**src/verilog/dmx_pkg.sv**
```systemverilog
// Operation
// RQ1: Byte copy writes destination only, no flags
// RQ2: Accumulator copies from bank, indirect, immediate
// RQ3: Direct load into accumulator; self-address undefined
// RQ4: Bank register copies from direct, immediate
// RQ5: Direct destination from accumulator, bank, immediate
// RQ6: Direct-to-direct: source address byte first
// RQ7: Indirect destination from accumulator, direct, immediate
// RQ8: Indirect source into direct address, two cycles
// RQ9: Bit copies always pair carry with bit
// RQ10: Pointer load: high byte then low byte
// RQ11: Table read at accumulator plus base, sixteen-bit
// RQ12: Instruction-pointer table read uses advanced pointer
// RQ13: Indirect external transfer: 8-bit address on port_zero
// RQ14: Pointer external transfer: high on port_two
// RQ15: Port two latch unchanged during transfer
// RQ16: Software drives upper address before transfer
// RQ17: Product: low to accumulator, high to second
// RQ18: Idle op only advances instruction pointer
// RQ19: Byte OR stores result, flags untouched
// RQ20: OR on port reads output latch
// RQ21: Field rrr selects bank register, i index
// RQ22: Retire after cycles; pointer advances by bytes
package dmx_pkg;
   localparam logic [7:0] OP_IDLE = 8'h00;
   localparam logic [7:0] OP_A_DIR = 8'hE5;
   localparam logic [7:0] OP_A_IMM = 8'h74;
   localparam logic [7:0] OP_DIR_A = 8'hF5;
   localparam logic [7:0] OP_DIR_DIR = 8'h85;
   localparam logic [7:0] OP_DIR_IMM = 8'h75;
   localparam logic [7:0] OP_C_BIT = 8'hA2;
   localparam logic [7:0] OP_BIT_C = 8'h92;
   localparam logic [7:0] OP_DP_LOAD = 8'h90;
   localparam logic [7:0] OP_TBL_DP = 8'h93;
   localparam logic [7:0] OP_TBL_IP = 8'h83;
   localparam logic [7:0] OP_XRD_DP = 8'hE0;
   localparam logic [7:0] OP_XWR_DP = 8'hF0;
   localparam logic [7:0] OP_PRODUCT = 8'hA4;
   localparam logic [7:0] OP_OR_A_DIR = 8'h45;
   localparam logic [7:0] OP_OR_A_IMM = 8'h44;
   localparam logic [7:0] OP_OR_DIR_A = 8'h42;
   localparam logic [7:0] OP_OR_DIR_IMM = 8'h43;
   // Five-bit prefixes (rrr forms) and seven-bit prefixes (i forms)
   localparam logic [4:0] PF_A_BANK = 5'h1D;
   localparam logic [4:0] PF_BANK_A = 5'h1F;
   localparam logic [4:0] PF_BANK_DIR = 5'h15;
   localparam logic [4:0] PF_BANK_IMM = 5'h0F;
   localparam logic [4:0] PF_DIR_BANK = 5'h11;
   localparam logic [4:0] PF_OR_BANK = 5'h09;
   localparam logic [6:0] PF_A_IND = 7'h73;
   localparam logic [6:0] PF_IND_A = 7'h7B;
   localparam logic [6:0] PF_IND_DIR = 7'h53;
   localparam logic [6:0] PF_IND_IMM = 7'h3B;
   localparam logic [6:0] PF_DIR_IND = 7'h43;
   localparam logic [6:0] PF_XRD_IND = 7'h71;
   localparam logic [6:0] PF_XWR_IND = 7'h79;
   localparam logic [6:0] PF_OR_IND = 7'h23;
   // Special register direct addresses
   localparam logic [7:0] ADR_PORT0 = 8'h80;
   localparam logic [7:0] ADR_PORT2 = 8'hA0;
   localparam logic [7:0] ADR_DPL = 8'h82;
   localparam logic [7:0] ADR_DPH = 8'h83;
   localparam logic [7:0] ADR_PSW = 8'hD0;
   localparam logic [7:0] ADR_ACC = 8'hE0;
   localparam logic [7:0] ADR_SECOND = 8'hF0;
   localparam logic [7:0] BIT_CARRY = 8'hD7;
   localparam logic [7:0] BYTE_FF = 8'hFF;
   localparam logic [7:0] RST_BYTE = 8'h00;
   localparam logic [7:0] RST_PORT = 8'hFF;
   localparam logic [15:0] RST_IP = 16'h0000;
   localparam int CARRY_POS = 7;
   localparam int RANGE_POS = 2;
   localparam int BANK_LO = 3;
   // External strobe length and data capture point, in enabled clocks
   localparam logic [2:0] XF_STROBE = 3'h4;
   localparam logic [2:0] XF_LAST = 3'h5;

   typedef enum logic [2:0] {
      ST_FETCH = 3'b000,
      ST_OPS = 3'b001,
      ST_EXEC = 3'b010,
      ST_WAIT = 3'b011,
      ST_EXT = 3'b100
   } dmx_state_t;

   typedef struct packed {
      logic [7:0] addr;
      logic [7:0] wdata;
      logic we;
   } dmx_mem_t;

   typedef struct packed {
      logic [7:0] p0Out;
      logic [7:0] p0Oe;
      logic [7:0] p2Out;
      logic ale;
      logic rdN;
      logic wrN;
   } dmx_xbus_t;
endpackage

```
**src/verilog/dmx_core.sv**
```systemverilog
`timescale 1ns/1ns
module dmx_core import dmx_pkg::*; (
   input wire logic mclk, // Clock, 100 MHz
   input wire logic rst_n, // Sync reset, active low
   input wire logic ce, // Clock enable
   output logic [15:0] codeAddr, // Program memory address
   input wire logic [7:0] codeData, // Program memory data, same clock
   input wire logic [7:0] p0In, // Port zero pins
   output dmx_xbus_t xbus, // External bus drive
   output logic [7:0] accOut, // Main working register
   output logic [15:0] ipOut, // Instruction pointer
   output logic [7:0] p2Latch, // Port two latch
   output logic retire // Retire pulse, one enabled clock long
);
   logic [7:0] iram [0:255];
   logic [7:0] acc_ff, b_ff, dph_ff, dpl_ff, p0l_ff, p2l_ff, psw_ff;
   logic [15:0] ip_ff;
   logic [7:0] op_ff, o1_ff, o2_ff;
   logic [1:0] got_ff, cnt_ff;
   logic [2:0] xcnt_ff;
   dmx_state_t st_ff;
   logic [7:0] p0Sync;
   logic [15:0] tblAddr;
   logic [15:0] product;

   dmx_sync #(.W(8)) uSync (
      .mclk(mclk),
      .rst_n(rst_n),
      .ce(ce),
      .din(p0In),
      .dout(p0Sync)
   );

   // RQ21 bank and index select
   logic [7:0] bankAdr, idxAdr, idxVal;
   assign bankAdr = {3'b000, psw_ff[4:3], op_ff[2:0]};
   assign idxAdr = {3'b000, psw_ff[4:3], 2'b00, op_ff[0]};
   assign idxVal = iram[idxAdr];

   // RQ20 port read uses latch when latch is set; port zero reads pins otherwise
   function automatic logic [7:0] rdDir(input logic [7:0] a, input logic latch);
      logic [7:0] r;
      r = RST_BYTE;
      if (a[7]) begin
         case (a)
            ADR_ACC: r = acc_ff;
            ADR_SECOND: r = b_ff;
            ADR_DPL: r = dpl_ff;
            ADR_DPH: r = dph_ff;
            ADR_PSW: r = psw_ff;
            ADR_PORT0: r = latch ? p0l_ff : p0Sync;
            ADR_PORT2: r = p2l_ff;
            default: r = RST_BYTE;
         endcase
      end else begin
         r = iram[a];
      end
      return r;
   endfunction

   // Decoded write: target address and value
   logic wrEn, accEn, carryEn, carryVal, bitEn, bEn, ovEn;
   logic [7:0] wrAdr, wrVal, accVal, bitByte;
   logic [1:0] nBytes, nCyc;
   always_comb begin
      logic [7:0] srcD;
      logic [7:0] bitRd;
      srcD = rdDir(o1_ff, 1'b0);
      bitRd = RST_BYTE;
      wrEn = 1'b0;
      wrAdr = RST_BYTE;
      wrVal = RST_BYTE;
      accEn = 1'b0;
      accVal = acc_ff;
      carryEn = 1'b0;
      carryVal = psw_ff[CARRY_POS];
      bitEn = 1'b0;
      bitByte = RST_BYTE;
      bEn = 1'b0;
      ovEn = 1'b0;
      nBytes = 2'd1;
      nCyc = 2'd1;
      // RQ2 accumulator copies
      if (op_ff[7:3] == PF_A_BANK) begin
         accEn = 1'b1;
         accVal = iram[bankAdr];
      end else if (op_ff[7:1] == PF_A_IND) begin
         accEn = 1'b1;
         accVal = iram[idxVal];
      end else if (op_ff == OP_A_IMM) begin
         nBytes = 2'd2;
         accEn = 1'b1;
         accVal = o1_ff;
      // RQ3 direct into accumulator
      end else if (op_ff == OP_A_DIR) begin
         nBytes = 2'd2;
         accEn = 1'b1;
         accVal = srcD;
      end else if (op_ff[7:3] == PF_BANK_A) begin
         wrEn = 1'b1;
         wrAdr = bankAdr;
         wrVal = acc_ff;
      // RQ4 bank register copies
      end else if (op_ff[7:3] == PF_BANK_DIR) begin
         nBytes = 2'd2;
         nCyc = 2'd2;
         wrEn = 1'b1;
         wrAdr = bankAdr;
         wrVal = srcD;
      end else if (op_ff[7:3] == PF_BANK_IMM) begin
         nBytes = 2'd2;
         wrEn = 1'b1;
         wrAdr = bankAdr;
         wrVal = o1_ff;
      // RQ5 direct destination copies
      end else if (op_ff == OP_DIR_A) begin
         nBytes = 2'd2;
         wrEn = 1'b1;
         wrAdr = o1_ff;
         wrVal = acc_ff;
      end else if (op_ff[7:3] == PF_DIR_BANK) begin
         nBytes = 2'd2;
         nCyc = 2'd2;
         wrEn = 1'b1;
         wrAdr = o1_ff;
         wrVal = iram[bankAdr];
      end else if (op_ff == OP_DIR_IMM) begin
         nBytes = 2'd3;
         nCyc = 2'd2;
         wrEn = 1'b1;
         wrAdr = o1_ff;
         wrVal = o2_ff;
      // RQ6 source byte first
      end else if (op_ff == OP_DIR_DIR) begin
         nBytes = 2'd3;
         nCyc = 2'd2;
         wrEn = 1'b1;
         wrAdr = o2_ff;
         wrVal = srcD;
      // RQ7 indirect destination copies
      end else if (op_ff[7:1] == PF_IND_A) begin
         wrEn = 1'b1;
         wrAdr = idxVal;
         wrVal = acc_ff;
      end else if (op_ff[7:1] == PF_IND_DIR) begin
         nBytes = 2'd2;
         nCyc = 2'd2;
         wrEn = 1'b1;
         wrAdr = idxVal;
         wrVal = srcD;
      end else if (op_ff[7:1] == PF_IND_IMM) begin
         nBytes = 2'd2;
         wrEn = 1'b1;
         wrAdr = idxVal;
         wrVal = o1_ff;
      // RQ8 indirect source to direct
      end else if (op_ff[7:1] == PF_DIR_IND) begin
         nBytes = 2'd2;
         nCyc = 2'd2;
         wrEn = 1'b1;
         wrAdr = o1_ff;
         wrVal = iram[idxVal];
      // RQ9 carry with addressed bit
      end else if (op_ff == OP_C_BIT) begin
         nBytes = 2'd2;
         carryEn = 1'b1;
         bitByte = o1_ff[7] ? {o1_ff[7:3], 3'b000} : {4'h2, o1_ff[6:3]};
         bitRd = rdDir(bitByte, 1'b0);
         carryVal = bitRd[o1_ff[2:0]];
      end else if (op_ff == OP_BIT_C) begin
         nBytes = 2'd2;
         nCyc = 2'd2;
         bitEn = 1'b1;
         bitByte = o1_ff[7] ? {o1_ff[7:3], 3'b000} : {4'h2, o1_ff[6:3]};
         wrEn = 1'b1;
         wrAdr = bitByte;
         wrVal = rdDir(bitByte, 1'b1);
         wrVal[o1_ff[2:0]] = psw_ff[CARRY_POS];
      end else if (op_ff == OP_DP_LOAD) begin
         nBytes = 2'd3;
         nCyc = 2'd2;
      end else if (op_ff == OP_TBL_DP || op_ff == OP_TBL_IP) begin
         nCyc = 2'd2;
      end else if (op_ff[7:1] == PF_XRD_IND || op_ff[7:1] == PF_XWR_IND
                   || op_ff == OP_XRD_DP || op_ff == OP_XWR_DP) begin
         nCyc = 2'd2;
      // RQ17 product and flags
      end else if (op_ff == OP_PRODUCT) begin
         nCyc = 2'd3;
         accEn = 1'b1;
         accVal = product[7:0];
         bEn = 1'b1;
         ovEn = 1'b1;
      // RQ19 byte OR forms
      end else if (op_ff[7:3] == PF_OR_BANK) begin
         accEn = 1'b1;
         accVal = acc_ff | iram[bankAdr];
      end else if (op_ff[7:1] == PF_OR_IND) begin
         accEn = 1'b1;
         accVal = acc_ff | iram[idxVal];
      end else if (op_ff == OP_OR_A_DIR) begin
         nBytes = 2'd2;
         accEn = 1'b1;
         accVal = acc_ff | srcD;
      end else if (op_ff == OP_OR_A_IMM) begin
         nBytes = 2'd2;
         accEn = 1'b1;
         accVal = acc_ff | o1_ff;
      end else if (op_ff == OP_OR_DIR_A) begin
         nBytes = 2'd2;
         wrEn = 1'b1;
         wrAdr = o1_ff;
         wrVal = rdDir(o1_ff, 1'b1) | acc_ff;
      end else if (op_ff == OP_OR_DIR_IMM) begin
         nBytes = 2'd3;
         nCyc = 2'd2;
         wrEn = 1'b1;
         wrAdr = o1_ff;
         wrVal = rdDir(o1_ff, 1'b1) | o2_ff;
      end
   end

   assign product = 16'(acc_ff) * 16'(b_ff);
   // RQ11 RQ12 sixteen-bit table address
   assign tblAddr = ((op_ff == OP_TBL_IP) ? ip_ff : {dph_ff, dpl_ff}) + 16'(acc_ff);
   logic isExt, extDp, extWr;
   assign isExt = (op_ff[7:1] == PF_XRD_IND) || (op_ff[7:1] == PF_XWR_IND)
                  || (op_ff == OP_XRD_DP) || (op_ff == OP_XWR_DP);
   assign extDp = ~op_ff[1];
   assign extWr = op_ff[4];
   assign codeAddr = (st_ff == ST_WAIT && (op_ff == OP_TBL_DP || op_ff == OP_TBL_IP))
                     ? tblAddr : ip_ff;

   // RQ22 fetch, operand and cycle sequencing
   always_ff @(posedge mclk) begin
      if (!rst_n) begin
         st_ff <= ST_FETCH;
         ip_ff <= RST_IP;
         op_ff <= RST_BYTE;
         o1_ff <= RST_BYTE;
         o2_ff <= RST_BYTE;
         got_ff <= 2'd0;
         cnt_ff <= 2'd0;
         xcnt_ff <= 3'h0;
         retire <= 1'b0;
      end else if (ce) begin
         retire <= 1'b0;
         case (st_ff)
            ST_FETCH: begin
               op_ff <= codeData;
               ip_ff <= ip_ff + 16'h0001;
               got_ff <= 2'd1;
               cnt_ff <= 2'd1;
               st_ff <= ST_OPS;
            end
            ST_OPS: begin
               if (got_ff < nBytes) begin
                  if (got_ff == 2'd1) o1_ff <= codeData;
                  else o2_ff <= codeData;
                  ip_ff <= ip_ff + 16'h0001;
                  got_ff <= got_ff + 2'd1;
               end else begin
                  st_ff <= ST_EXEC;
               end
            end
            ST_EXEC: begin
               st_ff <= (cnt_ff >= nCyc) ? ST_FETCH : (isExt ? ST_EXT : ST_WAIT);
               retire <= (cnt_ff >= nCyc);
               cnt_ff <= cnt_ff + 2'd1;
               xcnt_ff <= 3'h0;
            end
            ST_WAIT: begin
               cnt_ff <= cnt_ff + 2'd1;
               if (cnt_ff >= nCyc) begin
                  st_ff <= ST_FETCH;
                  retire <= 1'b1;
               end
            end
            // Bus phase runs on its own count so the pin filter can settle
            ST_EXT: begin
               xcnt_ff <= xcnt_ff + 3'h1;
               if (xcnt_ff == XF_LAST) begin
                  st_ff <= ST_FETCH;
                  retire <= 1'b1;
               end
            end
            default: st_ff <= ST_FETCH;
         endcase
      end
   end

   // RQ1 single destination write
   logic doWr;
   assign doWr = (st_ff == ST_EXEC) && wrEn;
   always_ff @(posedge mclk) begin
      if (ce && doWr && !wrAdr[7]) iram[wrAdr] <= wrVal;
   end

   // RQ18 idle touches nothing but pointer
   always_ff @(posedge mclk) begin
      if (!rst_n) begin
         acc_ff <= RST_BYTE;
         b_ff <= RST_BYTE;
         dph_ff <= RST_BYTE;
         dpl_ff <= RST_BYTE;
         psw_ff <= RST_BYTE;
         p0l_ff <= RST_PORT;
         p2l_ff <= RST_PORT;
      end else if (ce) begin
         if (st_ff == ST_EXEC && op_ff != OP_IDLE) begin
            if (doWr && wrAdr[7]) begin
               case (wrAdr)
                  ADR_ACC: acc_ff <= wrVal;
                  ADR_SECOND: b_ff <= wrVal;
                  ADR_DPL: dpl_ff <= wrVal;
                  ADR_DPH: dph_ff <= wrVal;
                  ADR_PSW: psw_ff <= wrVal;
                  ADR_PORT0: p0l_ff <= wrVal;
                  ADR_PORT2: p2l_ff <= wrVal;
                  default: ;
               endcase
            end
            if (accEn) acc_ff <= accVal;
            if (bEn) b_ff <= product[15:8];
            if (ovEn) begin
               psw_ff[RANGE_POS] <= (product > 16'(BYTE_FF));
               psw_ff[CARRY_POS] <= 1'b0;
            end
            if (carryEn) psw_ff[CARRY_POS] <= carryVal;
            // RQ10 high byte from second byte
            if (op_ff == OP_DP_LOAD) begin
               dph_ff <= o1_ff;
               dpl_ff <= o2_ff;
            end
         end
         // RQ11 table byte into accumulator
         if (st_ff == ST_WAIT && (op_ff == OP_TBL_DP || op_ff == OP_TBL_IP)) begin
            acc_ff <= codeData;
         end
         if (st_ff == ST_EXT && !extWr && xcnt_ff == XF_LAST) acc_ff <= p0Sync;
      end
   end

   // RQ13 RQ14 external bus phases
   // RQ15 port two latch kept; only pins show high byte
   always_ff @(posedge mclk) begin
      if (!rst_n) begin
         xbus <= '{p0Out: RST_PORT, p0Oe: RST_BYTE, p2Out: RST_PORT,
                   ale: 1'b0, rdN: 1'b1, wrN: 1'b1};
      end else if (ce) begin
         xbus.ale <= 1'b0;
         xbus.rdN <= 1'b1;
         xbus.wrN <= 1'b1;
         xbus.p0Oe <= RST_BYTE;
         xbus.p0Out <= p0l_ff;
         xbus.p2Out <= p2l_ff;
         if (isExt && st_ff == ST_EXEC) begin
            xbus.ale <= 1'b1;
            xbus.p0Oe <= BYTE_FF;
            xbus.p0Out <= extDp ? dpl_ff : idxVal;
            if (extDp) xbus.p2Out <= dph_ff;
         end else if (isExt && st_ff == ST_EXT) begin
            if (extDp) xbus.p2Out <= dph_ff;
            // Strobe stretched: read data must stand through the three-flop filter
            if (xcnt_ff < XF_STROBE) begin
               xbus.rdN <= extWr;
               xbus.wrN <= ~extWr;
               xbus.p0Oe <= extWr ? BYTE_FF : RST_BYTE;
               xbus.p0Out <= acc_ff;
            end
         end
      end
   end

   assign accOut = acc_ff;
   assign ipOut = ip_ff;
   assign p2Latch = p2l_ff;
endmodule

```
**src/verilog/dmx_sync.sv**
```systemverilog
`timescale 1ns/1ns
module dmx_sync import dmx_pkg::*; #(
   parameter int W = 8
) (
   input wire logic mclk, // Clock
   input wire logic rst_n, // Sync reset
   input wire logic ce, // Clock enable
   input wire logic [W-1:0] din, // Async input
   output logic [W-1:0] dout // Filtered level
);
   logic [W-1:0] s1_ff, s2_ff, s3_ff;
   // Change accepted only when the two later stages agree
   genvar g;
   for (g = 0; g < W; g++) begin : gBit
      always_ff @(posedge mclk) begin
         if (!rst_n) begin
            s1_ff[g] <= 1'b0;
            s2_ff[g] <= 1'b0;
            s3_ff[g] <= 1'b0;
            dout[g] <= 1'b0;
         end else if (ce) begin
            s1_ff[g] <= din[g];
            s2_ff[g] <= s1_ff[g];
            s3_ff[g] <= s2_ff[g];
            if (s2_ff[g] == s3_ff[g]) begin
               dout[g] <= s3_ff[g];
            end
         end
      end
   end
endmodule
```
**config.mk**
```make
export PLATFORM = sky130hd
export DESIGN_NAME = dmx_core
export DESIGN_NICKNAME = d
export VERILOG_FILES = /design/src/verilog/dmx_pkg.sv /design/src/verilog/dmx_core.sv /design/src/verilog/dmx_sync.sv
export SDC_FILE = /design/constraint.sdc
export NUM_CORES = 2
export LEC_CHECK = 0
export BUFFER_PORTS_ARGS = -buffer_cell sky130_fd_sc_hd__buf_2
export CORE_ASPECT_RATIO = 1.75
export CORE_MARGIN = 1.5
export CORE_UTILIZATION = 35
export CTS_CLUSTER_DIAMETER = 80
export DETAILED_ROUTE_END_ITERATION = 8
export GPL_ROUTABILITY_DRIVEN = 0
export HOLD_SLACK_MARGIN = 0.06
export PLACE_DENSITY_LB_ADDON = 0.08
export REMOVE_ABC_BUFFERS = 1
export SYNTH_ARGS = -nofsm -noshare
export SYNTH_HDL_FRONTEND = slang
export SYNTH_SLANG_ARGS = --single-unit
```
**constraint.sdc**
```tcl
create_clock -name mclk -period 11 [get_ports mclk]
set_clock_uncertainty 0.1 [all_clocks]
set_input_delay 1.1 -clock mclk [delete_from_list [all_inputs] [get_ports mclk]]
set_output_delay 1.1 -clock mclk [all_outputs]
set_load 0.01 [all_outputs]
```
==> After elaboration in Yosys (flattened, before gate mapping) <==
Memory sizes are Yosys's and may differ from the RTL's. A register that Yosys moved wholly into a read port is not among the register bits.
Cells that the tools add are included.
{ "word_totals": {"register_bits": 166, "mem_bits_rw": 2048, "input_bits": 19, "output_inout_bits": 76, "elab_cells": 627, "memories": 1} }
{ "memory_table": {"columns": ["memory", "words", "width", "read_ports", "rd_clocked_by_memory_dff", "wr", "line", "text"], "rows": [
  ["iram", 256, 8, 5, 1, 1, "dmx_core.sv:15", "logic [7:0] iram [0:255];"]
]} }
{ "op_classes": {"n_addsub": 5, "multipliers": 1, "magnitude_cmp": 6, "n_eq_ne": 103, "n_mux": 389, "bitwise": 8, "reduce_logical": 58} }
{ "ops": {"columns": ["op", "count"], "rows": [
  ["$mux W8", 192],
  ["$eq A8 B8 Y1 const B", 32],
  ["$pmux W8 S7", 4],
  ["$ne A8 B6 Y1 const B", 15],
  ["$mux W2", 58],
  ["$mux W1", 115],
  ["$mux W16", 4],
  ["$eq A8 B7 Y1 const B", 6],
  ["$mux W24", 2],
  ["$or A8 B8 Y8", 6],
  ["$eq A7 B7 Y1 const B", 6],
  ["$reduce_and A4 Y1", 10],
  ["$ne A2 B2 Y1 const B", 18],
  ["$pmux W16 S2", 1],
  ["$reduce_and A2 Y1", 11],
  ["$reduce_and A21 Y1", 1],
  ["$eq A5 B5 Y1 const B", 4],
  ["$reduce_and A20 Y1", 1],
  ["$reduce_bool A2 Y1", 9],
  ["$add A16 B1 Y16 const B", 1],
  ["$add A16 B8 Y16", 1],
  ["$gt A16 B8 Y1 const B", 1],
  ["$mul A8 B8 Y16", 1],
  ["$mux W3", 5],
  ["other kinds (34)", 66]
]} }

==> Longest topological paths before layout <==
{ "depth": {"word_depth": 64, "ltp_mapped": 23, "ltp_nobuf": 21} }

==> By module <==
A second synthesis with hierarchy kept.
{ "unflattened": {"hier_cells": 8942, "area_unflattened_um2": 115470.7} }
{ "modules_own_cells": {"columns": ["module", "instances", "cells_per_inst", "area_per_inst_um2", "seq_area_each_um2"], "rows": [
  ["dmx_core", 1, 8812, 114068.2, 64201.6],
  ["dmx_sync", 1, 130, 1402.6, 640.6]
]} }

==> Worst setup path before layout <==
OpenSTA, ideal clock, no wires.
{ "synth_timing": {"path_type": "reg2reg", "start": "reg psw_ff[3]", "end": "mem iram[0][2], data pin", "setup_time_ns": 1.311, "arrival_ns": 8.540, "required_time_ns": 9.589, "setup_slack_ns": 1.049, "stages_incl_launch_ff": 17, "n_path_buf": 5, "period_less_slack_ns": 9.951, "cell_sequence": "dfxtp_1 > buf_6 > mux2_1 > mux4_2 > buf_6 > buf_6 > buf_6 > buf_6 > mux2i_1 > mux4_2 > nand2_1 > o311ai_0 > nand3_1 > a31o_1 > o211ai_1 > nand4_1 > nor3b_2"} }
{ "synth_via": {"elab_chain_len": 17, "elab_cells_between_ends": 16, "cone_classes": "15 x mux; 1 x memory"} }
{ "synth_lines": {"columns": ["element", "line", "text"], "rows": [
  ["from (decl)", "dmx_core.sv:16", "logic [7:0] acc_ff, b_ff, dph_ff, dpl_ff, p0l_ff, p2l_ff, psw_ff;"],
  ["from (signal assigned)", "dmx_core.sv:317", "ADR_PSW: psw_ff <= wrVal;"],
  ["from (signal, indexed assignment)", "dmx_core.sv:326", "psw_ff[RANGE_POS] <= (product > 16'(BYTE_FF));"],
  ["from (signal, indexed assignment)", "dmx_core.sv:329", "if (carryEn) psw_ff[CARRY_POS] <= carryVal;"],
  ["$mem_v2 Z256 W8 (2 in a row)", null, null],
  ["$mux W8", "dmx_core.sv:157", "end else if (op_ff[7:1] == PF_DIR_IND) begin"],
  ["$mux W8", "dmx_core.sv:151", "end else if (op_ff[7:1] == PF_IND_IMM) begin"],
  ["$mux W8", "dmx_core.sv:145", "end else if (op_ff[7:1] == PF_IND_DIR) begin"],
  ["$mux W8", "dmx_core.sv:141", "end else if (op_ff[7:1] == PF_IND_A) begin"],
  ["$mux W8", "dmx_core.sv:134", "end else if (op_ff == OP_DIR_DIR) begin"],
  ["$mux W8", "dmx_core.sv:127", "end else if (op_ff == OP_DIR_IMM) begin"],
  ["$mux W8 *", "dmx_core.sv:121", "end else if (op_ff[7:3] == PF_DIR_BANK) begin"],
  ["$mux W8 *", "dmx_core.sv:116", "end else if (op_ff == OP_DIR_A) begin"],
  ["$mux W8 *", "dmx_core.sv:110", "end else if (op_ff[7:3] == PF_BANK_IMM) begin"],
  ["$mux W8 *", "dmx_core.sv:104", "end else if (op_ff[7:3] == PF_BANK_DIR) begin"],
  ["$mux W8 *", "dmx_core.sv:99", "end else if (op_ff[7:3] == PF_BANK_A) begin"],
  ["$mux W8 *", "dmx_core.sv:95", "end else if (op_ff == OP_A_DIR) begin"],
  ["$mux W8 *", "dmx_core.sv:90", "end else if (op_ff == OP_A_IMM) begin"],
  ["$mux W8 *", "dmx_core.sv:87", "end else if (op_ff[7:1] == PF_A_IND) begin"],
  ["$mux W8 *", "dmx_core.sv:84", "if (op_ff[7:3] == PF_A_BANK) begin"],
  ["via wrVal[2]", "dmx_core.sv:63", "logic [7:0] wrAdr, wrVal, accVal, bitByte;"],
  ["to (decl)", "dmx_core.sv:15", null]
]} }
Mark *: on every way through the listed nets, which the timed path passes. The rest lies on a longest branch.

==> Final worst setup path <==
{ "layout_timing": {"start": "reg psw_ff[3]", "end": "mem iram[217][5], data pin"} }
The elaborated chain is that of the path after synthesis.

==> results by group <==
Outcome
  – Status: finished with violations
  – Failing checks: DRC, capacitance limit, slew limit

Logic synthesis
  – Synth Instances: 9,060
  – Area leader, netlist: edfxtp_1
  – Most used flip-flop cell after synthesis: edfxtp_1
  – Post-synth EDFFs: 2,048
  – #FFs+latches synth: 2,215
  – Mean Syn Cell Area: 12.8 µm²
  – Post-synthesis async set-or-reset flop share: 0%
  – Top-area cell type share of the netlist area: 52.9%
  – Synth unique cells: 110
  – Ys Warns: 0
  – Post-synthesis sequential area ratio: 55.8%
  – Post-Syn Area: 0.116 mm²
  – Synth area leaders: edfxtp_1, mux4_2, nand2_1

Setup path
  – Crit path DAT: 9.51 ns
  – R2R depth: 14
  – CP Data Required Time: 11.47 ns
  – CP Capture Type: flop
  – CP max FO: 135
  – WS Path Type: reg2reg
  – CP Launch Type: flop

Detailed routing
  – Routed len/inst: 37.4 µm
  – Via-to-Cell Ratio: 6.05
  – DR iter-0 viols: 10.6k
  – Via Count: 89.1k
  – First drt pass iteration count: 9
  – WL final: 551,000 µm
  – DRC errors left: 31
  – Final ANT Viol Nets: 0

Clock network
  – Worst-case clock buffer depth: 4
  – Sink Count: 2,215
  – Clock latency on the worst-skew pair: 1.00 ns
  – H-Tree Depth: 4
  – Cts hold-fix bufs: 0
  – Postcts setup bufs: 0
  – Cts repair resizes: 0
  – CTS tree: built
  – Worst-path clk slew: 0.07 ns
  – Total CTS buffers: 225
  – Clk root buf: clkbuf_16

Floorplan
  – Full die area: 0.336 mm²
  – FP Rows: 279
  – Top-level port count: 95
  – Initial core utilization: 35.2%
  – Core Box Area: 0.330 mm²
  – Die Width: 439 µm
  – Die H: 765 µm

Power and ir drop
  – PwrDens: 140 mW/mm²
  – Peak supply drop: 0.000140 V
  – Leak: 47.4 nW
  – Post-layout power: 18.7 mW

STA
  – Setup TNS: 0 ns
  – Final period utilization: 82.1%
  – Slew Limit Headroom: -9.96%
  – Fin crit period: 9.03 ns
  – Slew @ Worst Pin: 1.64 ns
  – Highest clock rate: 111 MHz
  – Hold Slack: 0.294 ns
  – Max-slew violation count: 16
  – Worst setup margin: 1.97 ns
  – Final hold vios: 0
  – RSZ-0062 raised after global routing: false
  – Final setup fails: 0

Cells and area
  – Area of the multi-input gates: 0.0518 mm²
  – Layout cells sized above 1: 17.1%
  – Area growth syn-to-layout: 15.1%
  – FF+latch area: 0.0649 mm²
  – Filler Cell Count: 31.6k
  – Max reg flops: 2,048
  – Largest Register: iram
  – Final std cells w/o fill: 14.7k
  – Final nets: 10.2k

Global route
  – Initial antenna violation count: 99
  – Vias in the first global route: 86.6k
  – GRT Overall Usage: 33.1%
  – Largest net degree at the start of global routing: 195
  – Grt ovf: 0
  – Wire length of the first global-routing pass: 754,000 µm

Run
  – Total of max-cap violations: 6

Place
  – Hpwl dp: 374,000 µm
  – I/O Buffers: 94
  – DP Worst Slack: 2.38 ns
  – DP Cell Count: 14.2k

Worst hold path
  – Worst hold path class: in2reg
  – Hold Path Cell Cnt: 3
-- area by class of cell --
| cell class | instances | area share (%) |
|---|---|---|
| Antenna cell | 111 | 0.208 |
| Clock buffer | 273 | 4.46 |
| Clock inverter | 123 | 0.699 |
| Inverter | 94 | 0.282 |
| Multi-Input combinational cell | 7062 | 38.8 |
| Sequential cell | 2215 | 48.5 |
| Tap cell | 4355 | 4.08 |
| Timing Repair Buffer | 484 | 2.97 |
-- synthesized netlist by cell type (16+ instances only) --
cell,instances
buf_6,45
mux4_2,770
inv_1,84
buf_1,77
clkbuf_1,306
a311oi_1,85
o211ai_1,36
and2_1,58
o21ai_0,166
ha_1,51
a211oi_1,78
nor2_1,419
a221oi_1,24
a31oi_1,68
xor2_1,18
xnor2_1,16
nand2b_1,20
buf_4,59
o2111ai_1,20
buf_2,225
a2111oi_0,21
nand2_1,1835
nor4_1,32
dfxtp_1,167
a21oi_1,277
nor3_1,59
a22oi_1,70
nand3_1,802
nor3b_1,16
a21o_1,28
a32oi_1,22
mux2_2,37
fa_1,37
and3_1,74
nor2b_1,31
o22ai_1,48
nand4_1,35
o221ai_1,21
edfxtp_1,2048
mux2i_1,465
-- per-stage QoR --
| step | cell area, µm² | util, % |
|---|---|---|
| floorplan | 117000 | - |
| global placement | 126000 | 38.2 |
| detailed placement | 126000 | 38.2 |
| CTS | 133000 | 40.3 |
| global route | 134000 | 40.4 |
| finish | 134000 | 40.5 |
-- cells in the final DEF (no fill, tap or decap), types with 70 or more instances in the layout --
cell	instances
a211oi_1	77
o21ai_0	162
dfxtp_1	155
nand3_1	802
a22oi_1	70
clkbuf_16	231
a311oi_1	80
conb_1	1024
nand2_1	1831
nor2_1	361
inv_1	81
a21oi_1	275
mux2i_1	460
buf_4	343
buf_2	95
and3_1	74
mux4_2	762
edfxtp_1	2048
diode_2	111
-- layer usage --
metal / vias up / track usage [%] / share of wire, %
li1: 36200 / - / -
met1: 45300 / 32.7 / 31
met2: 5347 / 53.3 / 48
met3: 2152 / 11.7 / 8.7
met4: 54 / 32.5 / 12
met5: - / 0.785 / 0.15
-- kinds of logic after synthesis --
group                    share of synthesized area, %
XOR/XNOR                                        0.256
buffers and inverters                            3.33
other                                         0.00323
AND/OR/NAND/NOR                                  12.9
adder cells (fa/ha/maj)                          1.19
multiplexers                                     19.4
flip-flops                                       55.8
AO/OA/AOI/OAI                                    7.09
-- power breakdown --
part           internal [mW]  total (mW)  switching [mW]
registers               9.38        9.51           0.132
logic                  0.465        1.51            1.04
clock network           4.11        7.65            3.54
-- critical path: stages (launching register included) --
cell and delay (ns):
dfxtp_2 0.66, clkinv_1 0.60, buf_4 0.47, mux2i_4 0.92
buf_4 0.55, nand2b_1 0.85, o22ai_1 0.48, a2111oi_2 0.13
a41oi_1 0.41, clkinv_1 0.83, nand4_1 0.42, a31oi_2 0.17
nor2_1 0.75, inv_6 0.55, buf_12 0.47
-- path summary, 6_finish.rpt --
check	from	to	slack [ns]
max reg2reg	psw_ff[3]	iram[217][5]	1.97
min reg2reg	uSync.s3_ff[1]	uSync.dout[1]	0.36
max	psw_ff[3]	iram[217][5]	1.97
min	p0In[6]	uSync.s1_ff[6]	0.29
(Power assumes the default switching activity.)
